File: src/rtl/ciee_pkg.sv
// Function
// RULE1: finish current instruction, then start entry
// RULE2: stack all core registers except index high
// RULE3: load vector of winning source into PC
// RULE4: return pulls flags, registers, return address
// RULE5: take request only when global mask clear
// RULE6: entry sets mask; unstacked flags restore it
// RULE7: reset sets mask; transfer or clear clears
// RULE8: 128 two-byte vectors descending from top
// RULE9: 126 peripheral request inputs, own vectors
// RULE10: request starts processing at instruction boundary
// RULE11: partner arbitrates and encodes winning request; here ciee_prio_enc inside the core does it, the partner only latches
// RULE12: trap outranks all; holds until vector fetched
// RULE13: wait gates core clock; request wakes immediately
// RULE14: stop halts clocks; capable sources wake asynchronously
// RULE15: service winner only; others stay pending
// RULE16: return restores mask on second cycle
// RULE17: partner holds latched request until serviced
// RULE18: stack pointer steps one per byte
package ciee_pkg;

    localparam int          NUM_SRC       = 126;
    localparam int          STACK_BYTES   = 5;
    localparam int          FLAG_MASK_BIT = 3;
    localparam logic [6:0]  CODE_TRAP     = 7'h01;
    localparam logic [6:0]  CODE_REQ0     = 7'h02;
    localparam logic [7:0]  VEC_HI_USER   = 8'hFF;
    localparam logic [7:0]  VEC_HI_MON    = 8'hFE;
    localparam logic [7:0]  VEC_LO_TOP    = 8'hFE;

    localparam logic [7:0]  OFS_CTRL      = 8'h00;
    localparam logic [7:0]  OFS_STAT      = 8'h04;
    localparam logic [7:0]  OFS_MASK      = 8'h08;
    localparam logic [7:0]  OFS_INFO      = 8'h0C;
    localparam int          CTRL_MON_BIT  = 0;
    localparam int          EVT_ENTRY     = 0;
    localparam int          EVT_RETURN    = 1;
    localparam int          EVT_WAKE      = 2;
    localparam int          EVT_W         = 3;

    localparam logic        RST_MASK_I    = 1'b1;
    localparam logic        RST_MON       = 1'b0;
    localparam logic [2:0]  RST_EVT_MASK  = 3'h0;
    localparam logic [15:0] RST_SP        = 16'h00FF;

    typedef enum logic [6:0]
    {
        ST_IDLE = 7'h01,
        ST_PUSH = 7'h02,
        ST_VECH = 7'h04,
        ST_VECL = 7'h08,
        ST_PULL = 7'h10,
        ST_WAIT = 7'h20,
        ST_STOP = 7'h40
    } ciee_state_e;

    typedef struct packed
    {
        logic [7:0]  acc;
        logic [7:0]  idxLo;
        logic [7:0]  flags;
        logic [15:0] pc;
    } ciee_regs_s;

    typedef struct packed
    {
        logic        instrBoundary;
        logic        trapFetched;
        logic        trapReturn;
        logic        maskClear;
        logic        maskSet;
        logic        flagsXfer;
        logic        xferMaskBit;
        logic        waitReq;
        logic        stopReq;
    } ciee_core_ctl_s;

    typedef struct packed
    {
        logic        req;
        logic        wr;
        logic [15:0] addr;
        logic [7:0]  wdata;
    } ciee_mem_s;

    typedef struct packed
    {
        logic        psel;
        logic        penable;
        logic        pwrite;
        logic [7:0]  paddr;
        logic [31:0] pwdata;
    } ciee_apb_req_s;

    typedef struct packed
    {
        logic [31:0] prdata;
        logic        pready;
        logic        pslverr;
    } ciee_apb_rsp_s;

endpackage

File: src/rtl/ciee_prio_enc.sv
`timescale 1ns/1ps
`default_nettype none
module ciee_prio_enc
#(
    parameter int NUM = 126
)
(
    input  wire logic [NUM-1:0] req,
    output logic                any,
    output logic [6:0]          code
);
    import ciee_pkg::*;

    logic [NUM:0]   below;
    logic [NUM-1:0] win;

    assign below[0] = 1'b0;

    // lowest index has highest priority
    genvar i;
    generate
        for (i = 0; i < NUM; i++)
        begin : g_bit
            assign below[i+1] = below[i] | req[i];
            assign win[i]     = req[i] & ~below[i];
        end
    endgenerate

    always_comb
    begin
        code = 7'h00;
        for (int k = 0; k < NUM; k++)
        begin
            if (win[k])
            begin
                code = k[6:0];
            end
        end
    end

    assign any = below[NUM];

endmodule
`default_nettype wire

File: src/rtl/ciee_core_intr.sv
`timescale 1ns/1ps
`default_nettype none
module ciee_core_intr
#(
    parameter int                         NUM_REQ     = ciee_pkg::NUM_SRC,
    parameter logic [ciee_pkg::NUM_SRC-1:0] STOP_WAKE = '1
)
(
    input  wire logic                     sys_clk,
    input  wire logic                     rstn,
    input  wire ciee_pkg::ciee_core_ctl_s coreCtl,
    input  wire ciee_pkg::ciee_regs_s     regsIn,
    input  wire logic [15:0]              spIn,
    input  wire logic [NUM_REQ-1:0]       irqReq,
    input  wire logic [7:0]               memRdata,
    input  wire logic                     memAck,
    input  wire ciee_pkg::ciee_apb_req_s  apbReq,
    output var  ciee_pkg::ciee_mem_s      memOut,
    output var  ciee_pkg::ciee_regs_s     regsOut,
    output logic [15:0]                   spOut,
    output logic                          vecLoad,
    output logic                          restoreLoad,
    output logic                          coreHold,
    output logic                          coreClkEn,
    output logic                          sysClkEn,
    output logic                          maskBit,
    output logic                          intAck,
    output logic [6:0]                    ackCode,
    output var  ciee_pkg::ciee_apb_rsp_s  apbRsp,
    output logic                          irqOut
);
    import ciee_pkg::*;

    typedef struct packed
    {
        ciee_state_e          state;
        logic [2:0]           step;
        logic                 iMask;
        logic                 trapPend;
        logic [6:0]           code;
        logic [STACK_BYTES-1:0][7:0] stk;
        logic [15:0]          sp;
        ciee_mem_s            mem;
        ciee_regs_s           regs;
        logic                 vecLoad;
        logic                 restoreLoad;
        logic                 coreHold;
        logic                 coreClkEn;
        logic                 sysClkEn;
        logic                 intAck;
        logic [6:0]           ackCode;
        logic                 mon;
        logic [EVT_W-1:0]     sts;
        logic [EVT_W-1:0]     msk;
        logic                 irqOut;
        ciee_apb_rsp_s        apb;
        logic [NUM_REQ-1:0]   sync1;
        logic [NUM_REQ-1:0]   sync2;
    } ciee_top_st_s;

    ciee_top_st_s st_r;
    ciee_top_st_s st_nxt;

    logic       reqAny;
    logic [6:0] reqCode;
    logic       stopAny;

    ////////////////////////////////////////////////////////////////////////////
    // request arbitration over synchronised lines

    ciee_prio_enc #(.NUM(NUM_REQ)) u_prio
    (
        .req  (st_r.sync2),
        .any  (reqAny),
        .code (reqCode)
    );

    // stop mode: only capable sources may wake the part
    assign stopAny = |(st_r.sync2 & STOP_WAKE);

    ////////////////////////////////////////////////////////////////////////////
    // next state

    logic [7:0] vecHi;
    logic [7:0] vecLo;
    assign vecHi = st_r.mon ? VEC_HI_MON : VEC_HI_USER;
    assign vecLo = VEC_LO_TOP - {st_r.code, 1'b0}; // see RULE8

    always_comb
    begin
        logic             takeInt;
        logic [EVT_W-1:0] evt;
        logic [EVT_W-1:0] clr;
        logic [7:0]       stFlags;
        logic             apbHit;
        takeInt = 1'b0;
        evt     = '0;
        clr     = '0;
        stFlags = regsIn.flags;
        apbHit  = apbReq.psel && apbReq.penable && !st_r.apb.pready;

        st_nxt             = st_r;
        st_nxt.sync1       = irqReq; // see RULE14
        st_nxt.sync2       = st_r.sync1;
        st_nxt.vecLoad     = 1'b0;
        st_nxt.restoreLoad = 1'b0;
        st_nxt.intAck      = 1'b0;
        st_nxt.apb.pready  = 1'b0;
        st_nxt.apb.pslverr = 1'b0;

        if (coreCtl.trapFetched)
        begin
            st_nxt.trapPend = 1'b1;
        end

        // mask instructions only act between interrupt sequences
        if (st_r.state == ST_IDLE)
        begin
            if (coreCtl.maskClear)
            begin
                st_nxt.iMask = 1'b0; // see RULE7
            end
            else if (coreCtl.flagsXfer)
            begin
                st_nxt.iMask = coreCtl.xferMaskBit; // see RULE7
            end
            else if (coreCtl.maskSet)
            begin
                st_nxt.iMask = 1'b1;
            end
        end

        unique case (st_r.state)
            ST_IDLE:
            begin
                // requests only sampled at an instruction boundary
                if (coreCtl.instrBoundary && (st_r.trapPend || (reqAny && !st_r.iMask))) // see RULE1 RULE5 RULE10
                begin
                    takeInt = 1'b1;
                end
                else if (coreCtl.trapReturn)
                begin
                    st_nxt.sp       = spIn;
                    st_nxt.step     = 3'h0;
                    st_nxt.coreHold = 1'b1;
                    st_nxt.state    = ST_PULL;
                end
                else if (coreCtl.stopReq)
                begin
                    st_nxt.coreClkEn = 1'b0;
                    st_nxt.sysClkEn  = 1'b0; // see RULE14
                    st_nxt.state     = ST_STOP;
                end
                else if (coreCtl.waitReq)
                begin
                    st_nxt.coreClkEn = 1'b0; // see RULE13
                    st_nxt.state     = ST_WAIT;
                end
            end
            ST_PUSH:
            begin
                st_nxt.mem.req   = 1'b1;
                st_nxt.mem.wr    = 1'b1;
                st_nxt.mem.addr  = st_r.sp;
                st_nxt.mem.wdata = st_r.stk[st_r.step]; // see RULE2
                if (st_r.mem.req && memAck)
                begin
                    st_nxt.mem.req = 1'b0;
                    st_nxt.sp      = st_r.sp - 16'h0001; // see RULE18
                    st_nxt.step    = st_r.step + 3'h1;
                    if (st_r.step == 3'(STACK_BYTES - 1))
                    begin
                        st_nxt.step  = 3'h0;
                        st_nxt.state = ST_VECH;
                    end
                end
            end
            ST_VECH:
            begin
                st_nxt.mem.req  = 1'b1;
                st_nxt.mem.wr   = 1'b0;
                st_nxt.mem.addr = {vecHi, vecLo};
                if (st_r.mem.req && memAck)
                begin
                    st_nxt.mem.req       = 1'b0;
                    st_nxt.regs.pc[15:8] = memRdata;
                    st_nxt.state         = ST_VECL;
                end
            end
            ST_VECL:
            begin
                st_nxt.mem.req  = 1'b1;
                st_nxt.mem.wr   = 1'b0;
                st_nxt.mem.addr = {vecHi, vecLo + 8'h01};
                if (st_r.mem.req && memAck)
                begin
                    st_nxt.mem.req      = 1'b0;
                    st_nxt.regs.pc[7:0] = memRdata;
                    st_nxt.vecLoad      = 1'b1; // see RULE3
                    st_nxt.coreHold     = 1'b0;
                    st_nxt.state        = ST_IDLE;
                    evt[EVT_ENTRY]      = 1'b1;
                    // trap stays pending until its vector is in
                    if (st_r.code == CODE_TRAP)
                    begin
                        st_nxt.trapPend = 1'b0; // see RULE12
                    end
                end
            end
            ST_PULL:
            begin
                st_nxt.mem.req  = 1'b1;
                st_nxt.mem.wr   = 1'b0;
                st_nxt.mem.addr = st_r.sp + 16'h0001;
                if (st_r.mem.req && memAck)
                begin
                    st_nxt.mem.req = 1'b0;
                    st_nxt.sp      = st_r.sp + 16'h0001; // see RULE18
                    st_nxt.step    = st_r.step + 3'h1;
                    unique case (st_r.step)
                        3'h0:
                        begin
                            st_nxt.regs.flags = memRdata;
                            st_nxt.iMask      = memRdata[FLAG_MASK_BIT]; // see RULE6 RULE16
                        end
                        3'h1:    st_nxt.regs.acc       = memRdata;
                        3'h2:    st_nxt.regs.idxLo     = memRdata;
                        3'h3:    st_nxt.regs.pc[15:8]  = memRdata;
                        default:
                        begin
                            st_nxt.regs.pc[7:0] = memRdata;
                            st_nxt.restoreLoad  = 1'b1; // see RULE4
                            st_nxt.coreHold     = 1'b0;
                            st_nxt.step         = 3'h0;
                            st_nxt.state        = ST_IDLE;
                            evt[EVT_RETURN]     = 1'b1;
                        end
                    endcase
                end
            end
            ST_WAIT:
            begin
                if (reqAny && !st_r.iMask)
                begin
                    takeInt        = 1'b1; // see RULE13
                    evt[EVT_WAKE]  = 1'b1;
                end
            end
            ST_STOP:
            begin
                if (stopAny && !st_r.iMask)
                begin
                    takeInt        = 1'b1; // see RULE14
                    evt[EVT_WAKE]  = 1'b1;
                end
            end
            default:
            begin
                st_nxt.state = ST_IDLE;
            end
        endcase

        if (takeInt)
        begin
            stFlags[FLAG_MASK_BIT] = st_r.iMask;
            st_nxt.stk       = {stFlags, regsIn.acc, regsIn.idxLo, regsIn.pc[15:8], regsIn.pc[7:0]};
            st_nxt.sp        = spIn;
            st_nxt.iMask     = 1'b1; // see RULE6 RULE15
            st_nxt.coreHold  = 1'b1;
            st_nxt.coreClkEn = 1'b1;
            st_nxt.sysClkEn  = 1'b1;
            st_nxt.step      = 3'h0;
            st_nxt.state     = ST_PUSH;
            if (st_r.trapPend)
            begin
                st_nxt.code = CODE_TRAP; // see RULE12
            end
            else
            begin
                // only the winner is acknowledged, the rest stay latched
                st_nxt.code    = reqCode + CODE_REQ0; // see RULE9 RULE15
                st_nxt.intAck  = 1'b1;
                st_nxt.ackCode = reqCode;
            end
        end

        ////////////////////////////////////////////////////////////////////////
        // register slave, one wait state on every access

        if (apbHit)
        begin
            st_nxt.apb.pready = 1'b1;
            st_nxt.apb.prdata = 32'h0000_0000;
            unique case (apbReq.paddr)
                OFS_CTRL:
                begin
                    if (apbReq.pwrite)
                        st_nxt.mon = apbReq.pwdata[CTRL_MON_BIT];
                    st_nxt.apb.prdata[CTRL_MON_BIT] = st_r.mon;
                end
                OFS_STAT:
                begin
                    if (apbReq.pwrite)
                        clr = apbReq.pwdata[EVT_W-1:0];
                    st_nxt.apb.prdata[EVT_W-1:0] = st_r.sts;
                end
                OFS_MASK:
                begin
                    if (apbReq.pwrite)
                        st_nxt.msk = apbReq.pwdata[EVT_W-1:0];
                    st_nxt.apb.prdata[EVT_W-1:0] = st_r.msk;
                end
                OFS_INFO:
                begin
                    st_nxt.apb.prdata = {16'h0000, st_r.iMask, st_r.code, 1'b0, st_r.state};
                end
                default:
                begin
                    st_nxt.apb.pslverr = 1'b1;
                end
            endcase
        end

        // a new event beats a simultaneous write-one-to-clear
        st_nxt.sts    = (st_r.sts & ~clr) | evt;
        st_nxt.irqOut = |(st_nxt.sts & st_nxt.msk);
    end

    always_ff @(posedge sys_clk or negedge rstn)
    begin
        if (!rstn)
        begin
            st_r           <= '0;
            st_r.state     <= ST_IDLE;
            st_r.iMask     <= RST_MASK_I; // see RULE7
            st_r.sp        <= RST_SP;
            st_r.coreClkEn <= 1'b1;
            st_r.sysClkEn  <= 1'b1;
            st_r.mon       <= RST_MON;
            st_r.msk       <= RST_EVT_MASK;
        end
        else
        begin
            st_r <= st_nxt;
        end
    end

    assign memOut      = st_r.mem;
    assign regsOut     = st_r.regs;
    assign spOut       = st_r.sp;
    assign vecLoad     = st_r.vecLoad;
    assign restoreLoad = st_r.restoreLoad;
    assign coreHold    = st_r.coreHold;
    assign coreClkEn   = st_r.coreClkEn;
    assign sysClkEn    = st_r.sysClkEn;
    assign maskBit     = st_r.iMask;
    assign intAck      = st_r.intAck;
    assign ackCode     = st_r.ackCode;
    assign apbRsp      = st_r.apb;
    assign irqOut      = st_r.irqOut;
endmodule
`default_nettype wire

File: config.mk
export PLATFORM = sky130hd
export DESIGN_NAME = ciee_core_intr
export DESIGN_NICKNAME = d
export VERILOG_FILES = /design/src/rtl/ciee_pkg.sv /design/src/rtl/ciee_prio_enc.sv /design/src/rtl/ciee_core_intr.sv
export SDC_FILE = /design/constraint.sdc
export NUM_CORES = 1
export LEC_CHECK = 0
export ABC_CLOCK_PERIOD_IN_PS = 3650
export BUFFER_PORTS_ARGS = -buffer_cell sky130_fd_sc_hd__buf_2
export CAP_MARGIN = 10
export CELL_PAD_IN_SITES_DETAIL_PLACEMENT = 1
export CELL_PAD_IN_SITES_GLOBAL_PLACEMENT = 2
export CORE_MARGIN = 2
export CORE_UTILIZATION = 35
export DETAILED_ROUTE_END_ITERATION = 10
export PLACE_DENSITY_LB_ADDON = 0.1
export SYNTH_ARGS = -nofsm -noshare
export SYNTH_HDL_FRONTEND = slang
export SYNTH_SLANG_ARGS = --single-unit
File: constraint.sdc
create_clock -name sys_clk -period 3.65 [get_ports sys_clk]
set_clock_uncertainty 0.1 [all_clocks]
set_input_delay 0.73 -clock sys_clk [delete_from_list [all_inputs] [get_ports sys_clk]]
set_output_delay 0.73 -clock sys_clk [all_outputs]
set_load 0.1 [all_outputs]
Word-level counts from Yosys, hierarchy flattened
Index checks and enable logic that the tools add are counted.
{ "word_totals": {"output_inout_bits": 131, "word_cells": 695, "reg_bits": 432, "input_bits": 245} }
{ "classes": {"add_sub_neg": 6, "n_mux": 204, "n_reduce_logical": 36, "bitwise": 380, "eq_ne": 32, "order_cmp": 1} }
{ "op_table": {"columns": ["cell", "n"], "rows": [
  ["2-to-1 mux 7 bit", 130],
  ["inverter 1 bit", 126],
  ["OR reduction 126 bit", 1],
  ["bitwise AND 1 bit", 125],
  ["bitwise OR 1 bit", 125],
  ["one-hot mux 18 bit (4 select lines)", 1],
  ["2-to-1 mux 16 bit", 4],
  ["one-hot mux 16 bit (3 select lines)", 1],
  ["one-hot mux 7 bit (6 select lines)", 1],
  ["2-to-1 mux 10 bit", 4],
  ["2-to-1 mux 8 bit", 5],
  ["2-to-1 mux 17 bit", 2],
  ["2-to-1 mux 11 bit", 3],
  ["one-hot mux 8 bit (2 select lines)", 2],
  ["2-to-1 mux 1 bit", 29],
  ["binary-select mux 8 bit (select 3 bit)", 1],
  ["2-to-1 mux 3 bit", 8],
  ["!= test 3 bit (second input constant)", 6],
  ["adder 16 x 1 -> 16 bit (second input constant)", 1],
  ["== test 8 x 4 -> 1 bit (second input constant)", 2],
  ["AND reduction 4 bit", 4],
  ["subtractor 16 x 1 -> 16 bit (second input constant)", 1],
  ["== test 7 x 1 -> 1 bit (second input constant)", 2],
  ["2-to-1 mux 13 bit", 1],
  ["other kinds (45)", 74]
]} }

Logic depth before layout (Yosys ltp)
{ "logic_depth": {"ltp_word": 132, "mapped_depth": 13, "depth_no_buf": 12} }

Cells and area by module
From an unflattened synthesis, not the netlist that was laid out.
{ "unflattened": {"cells_unflattened": 1540, "hier_area_um2": 18381.4} }
{ "modules_own_cells": {"columns": ["mod", "cells_per_inst", "instances", "area_per_inst_um2", "seq_area_each_um2"], "rows": [
  ["ciee_core_intr", 1170, 1, 16011.6, 10800.4],
  ["ciee_prio_enc", 370, 1, 2369.8, 0.0]
]} }

Least setup slack after synthesis
OpenSTA, ideal clock, no wires.
{ "synth_path": {"path_type": "reg2reg", "startpoint": "register st_r[36] in the netlist's numbering", "endpoint": "register st_r[434] in the netlist's numbering", "stages_incl_launch_ff": 13, "t_arrival_ns": 2.969, "slack_ns": 0.451, "path_buffers": 1, "setup_time_ns": 0.131, "cell_sequence": "dfrtp_1 > nor4_1 > nand4_2 > or3_1 > buf_2 > a211oi_1 > a21oi_1 > nor4_2 > nand2_1 > ha_1 > nor3b_2 > or3b_1 > o211ai_1"} }
{ "synth_between": {"word_cells_on_any_way": 370, "classes_between": "add/sub (1); mux (95); bitwise (269); reduce/logical (5)"} }
{ "synth_lines": {"columns": ["element", "line_no", "rtl"], "rows": [
  ["start: declaration", "ciee_core_intr.sv:61", "ciee_top_st_s st_r;"],
  ["start signal: assignment", "ciee_core_intr.sv:344", "st_r <= st_nxt;"],
  ["bitwise OR 1 bit", "ciee_prio_enc.sv:24", "assign below[i+1] = below[i] | req[i];"],
  ["inverter 1 bit / bitwise OR 1 bit (equally long branches)", "ciee_prio_enc.sv:25, ciee_prio_enc.sv:24", null],
  ["bitwise AND 1 bit (tied with other cells)", "ciee_prio_enc.sv:25", "assign win[i] = req[i] & ~below[i];"],
  ["2-to-1 mux 7 bit (tied with other cells) (87 in a row)", "ciee_prio_enc.sv:34", "if (win[k])"],
  ["2-to-1 mux 7 bit / bitwise AND 1 bit (equally long branches)", "ciee_prio_enc.sv:34, ciee_prio_enc.sv:25", null],
  ["2-to-1 mux 7 bit (*)", "ciee_prio_enc.sv:34", null],
  ["named net reqCode[2]", "ciee_core_intr.sv:65", "logic [6:0] reqCode;"],
  ["adder 7 x 2 -> 7 bit (*)", "ciee_core_intr.sv:281", "st_nxt.code = reqCode + CODE_REQ0;"],
  ["2-to-1 mux 7 bit (*)", "ciee_core_intr.sv:274", "if (st_r.trapPend)"]
]} }
Mark *: on every way through the listed nets, which the timed path passes. The rest lies on a longest branch.
A chain may end at the register's enable or synchronous reset.

Final worst setup path
{ "layout_path": {"startpoint": "register st_r[18] in the netlist's numbering", "endpoint": "register st_r[434] in the netlist's numbering"} }
{ "layout_between": {"word_cells_on_any_way": 442, "classes_between": "add/sub (1); mux (113); bitwise (323); reduce/logical (5)"} }
{ "layout_lines": {"columns": ["element", "line_no"], "rows": [
  ["bitwise OR 1 bit", "ciee_prio_enc.sv:24"],
  ["inverter 1 bit / bitwise OR 1 bit (equally long branches)", "ciee_prio_enc.sv:25, ciee_prio_enc.sv:24"],
  ["bitwise AND 1 bit (tied with other cells)", "ciee_prio_enc.sv:25"],
  ["2-to-1 mux 7 bit (tied with other cells) (105 in a row)", "ciee_prio_enc.sv:34"],
  ["2-to-1 mux 7 bit / bitwise AND 1 bit (equally long branches)", "ciee_prio_enc.sv:34, ciee_prio_enc.sv:25"],
  ["2-to-1 mux 7 bit (*)", "ciee_prio_enc.sv:34"],
  ["named net reqCode[1]", "ciee_core_intr.sv:65"],
  ["adder 7 x 2 -> 7 bit (*)", "ciee_core_intr.sv:281"],
  ["2-to-1 mux 7 bit (*)", "ciee_core_intr.sv:274"]
]} }
Marked as above.

==> impl_metrics.json <==
{
  "run_status": "completed",
  "post-route-period-util_pct": 94.5,
  "vias": 13055,
  "grt_pass1_vias": 13924,
  "path_clk_slew_ns": 0.06,
  "ctsLongestPathBuffers": 3,
  "drc_errors": 0,
  "synth-seq-cells": 431,
  "routed_wl_mm": 52.1,
  "setup_violations": 0,
  "crit_fanout": 8,
  "routedWlPerCell_um": 19.9,
  "synth-async-reset-ratio_pct": 100,
  "port_buffers": 328,
  "initial_core_util_pct": 35.3,
  "netlist_instances": 1618,
  "slew-limit-headroom_pct": 21.6,
  "syn_to_final_growth_pct": 20.1,
  "hold_viol": 0,
  "avgSynthCellArea_sq_um": 11.2,
  "die_area_sq_um": 53500,
  "power_density_nw_per_um2": 791,
  "ys_seq_area_share_pct": 59.7,
  "coreArea_sq_um": 51200,
  "dp_hpwl_mm": 39.6,
  "ys_types": 88,
  "final_cells": 2616,
  "maxCapViolations": 0,
  "drive_above_1_share_pct": 30.4,
  "cp-start-kind": "flop",
  "ys_warn_count": 0,
  "numPlacedInstances": 2526,
  "cts_tree": "built",
  "worst_slew_pin_slew_ns": 1.18,
  "htreeDepth": 2,
  "vdd_drop_max_v": 0.000447,
  "synth_top_flop_cell": "dfrtp_1",
  "layout_common_cells": "dfrtp_1, buf_2, nand2_1, nor2_1, a21oi_1",
  "ctsHoldBuffers": 0,
  "ioPinCount": 376,
  "min_period_ns": 3.45,
  "setup_tns_ns": 0,
  "n_fill_cell": 5656,
  "grt_max_degree": 94,
  "root_buffer": "clkbuf_16",
  "worstSetupPathType": "flop to flop",
  "antenna_found_initial": 1,
  "routabilityCongestion": 0.823,
  "clock-sinks": 431,
  "synth_edf_count": 0,
  "clock.fmax_mhz": 290,
  "die_h_um": 231,
  "hold_path_class": "primary input to async pin",
  "first_pass_iters": 5,
  "fp.dieW_um": 231,
  "grt_usage_pct": 19.7,
  "numCtsBuffers": 47,
  "final_common_cell": "dfrtp_1",
  "p_leak_nw": 10.1,
  "cp.arrival_ns": 3.84,
  "clk_latency_ns": 0.57,
  "cp-end-kind": "flop",
  "cp.required_ns": 4.04,
  "syn-cell-area_sq_um": 18100,
  "postRouteAntennaNets": 0,
  "drtIter0Drc": 736,
  "grt_overflow_total": 0,
  "grt_pass1_wl_mm": 81.5,
  "viasPerCell": 4.99,
  "nets": 2152,
  "report.final.slew_viol_count": 0,
  "rows": 83
}
worst max-delay path: stages, from the launching register on:
cell and delay [ns]:
dfrtp_1 0.42, nor4_2 0.48, nand4_2 0.26, nor3_4 0.22, buf_4 0.18, nand3_4 0.16
nor4_4 0.22, o21ai_0 0.17, and4_4 0.23, inv_1 0.05, ha_1 0.19, nor3b_2 0.22
or3b_1 0.37, o211ai_1 0.09
per-stage QoR:
stage | cell area [sq um] | hold WS (ns) | utilization [%] | total power, W | setup slack [ns]
global route | 21700 | 0.126 | 42.4 | 0.0181 | -0.000511
floorplan | 18100 | 0.231 | - | 0.0115 | 0.451
global placement | 20100 | 0.234 | 39.2 | 0.0124 | 0.0785
CTS | 21600 | 0.107 | 42.3 | 0.0174 | 0.0399
detailed placement | 20100 | 0.236 | 39.2 | 0.0125 | -0.0150
finish | 21700 | 0.0939 | 42.4 | 0.0172 | 0.200
where the power goes:
part / switching [W] / internal [W]
clock network: 0.00197 / 0.00288
logic: 0.00460 / 0.00142
registers: 0.000722 / 0.00561
per-layer routing:
layer | up-vias | track usage [%] | wire, um
li1 | 6137 | - | -
met1 | 6593 | 26.6 | 23400
met2 | 262 | 33.0 | 25500
met3 | 61 | 3.32 | 2370
met4 | 2 | 4.44 | 866
met5 | - | 0 | 8
synth_stat cells (all sizes together), types with 16 or more instances:
cell / number / share of area, %
clkbuf: 39 / 0.81
buf: 142 / 5.7
nor2: 171 / 3.5
dfrtp: 419 / 58
nor4: 41 / 2.3
o21ai: 51 / 1.4
nand4: 16 / 0.74
nand3: 34 / 1.0
a21oi: 76 / 2.1
inv: 36 / 0.75
a22o: 17 / 0.82
nor3: 41 / 1.2
mux2: 46 / 2.9
nand2: 211 / 4.4
flip-flops by register name (all words and copies together), names as in the netlist:
name	count
st_r	191
st_nxt	126
regsOut	40
memOut	26
apbRsp	17
spOut	16
ackCode	7
coreClkEn	1
coreHold	1
intAck	1
irqOut	1
maskBit	1
restoreLoad	1
sysClkEn	1
vecLoad	1
final cells by class:
cell class	instances	area, sq um	area share, %
Antenna cell	1	2.50	0.0115
Clock buffer	60	1290	5.96
Clock inverter	25	292	1.34
Inverter	36	135	0.622
Multi-Input combinational cell	986	6100	28.1
Sequential cell	431	10800	49.7
Tap cell	680	851	3.92
Timing Repair Buffer	397	2240	10.3
what timing repair did:
| action | CTS | global route |
|---|---|---|
| endpoints found under the hold margin | 0 | 0 |
| gates cloned | 0 | 0 |
| resized for setup | 1 | 6 |
| pin swaps | 2 | 3 |
| endpoints found under the setup margin | 1 | 39 |
| buffers inserted | 0 | 4 |
logic make-up after synthesis:
| group | Yosys count | synth area share, % |
|---|---|---|
| AND/OR/NAND/NOR | 587 | 16.1 |
| adder cells (fa/ha/maj) | 8 | 0.554 |
| buffers and inverters | 217 | 7.24 |
| flip-flops | 431 | 59.7 |
| XOR/XNOR | 6 | 0.291 |
| AO/OA/AOI/OAI | 311 | 11.9 |
| multiplexers | 57 | 4.10 |
| other | 1 | 0.0207 |
worst paths after layout:
kind | slack [ns] | end | from | cells past startpoint
hold / removal | 0.09 | st_nxt[2]$_DFF_PN0_ | rstn | 1
setup reg to reg | 0.20 | st_r[434]$_DFFE_PN0P_ | st_r[18]$_DFF_PN0_ | 13
setup / recovery | 0.20 | st_r[434]$_DFFE_PN0P_ | st_r[18]$_DFF_PN0_ | 13
hold reg to reg | 0.25 | st_r[72]$_DFF_PN0_ | st_nxt[72]$_DFF_PN0_ | 0
max in group asynchronous | 2.47 | st_r[79]$_DFF_PN0_ | rstn | 2
min in group sys_clk | 0.16 | st_nxt[14]$_DFF_PN0_ | irqReq[14] | 1
Note: power is estimated with default switching activity, not from simulation.
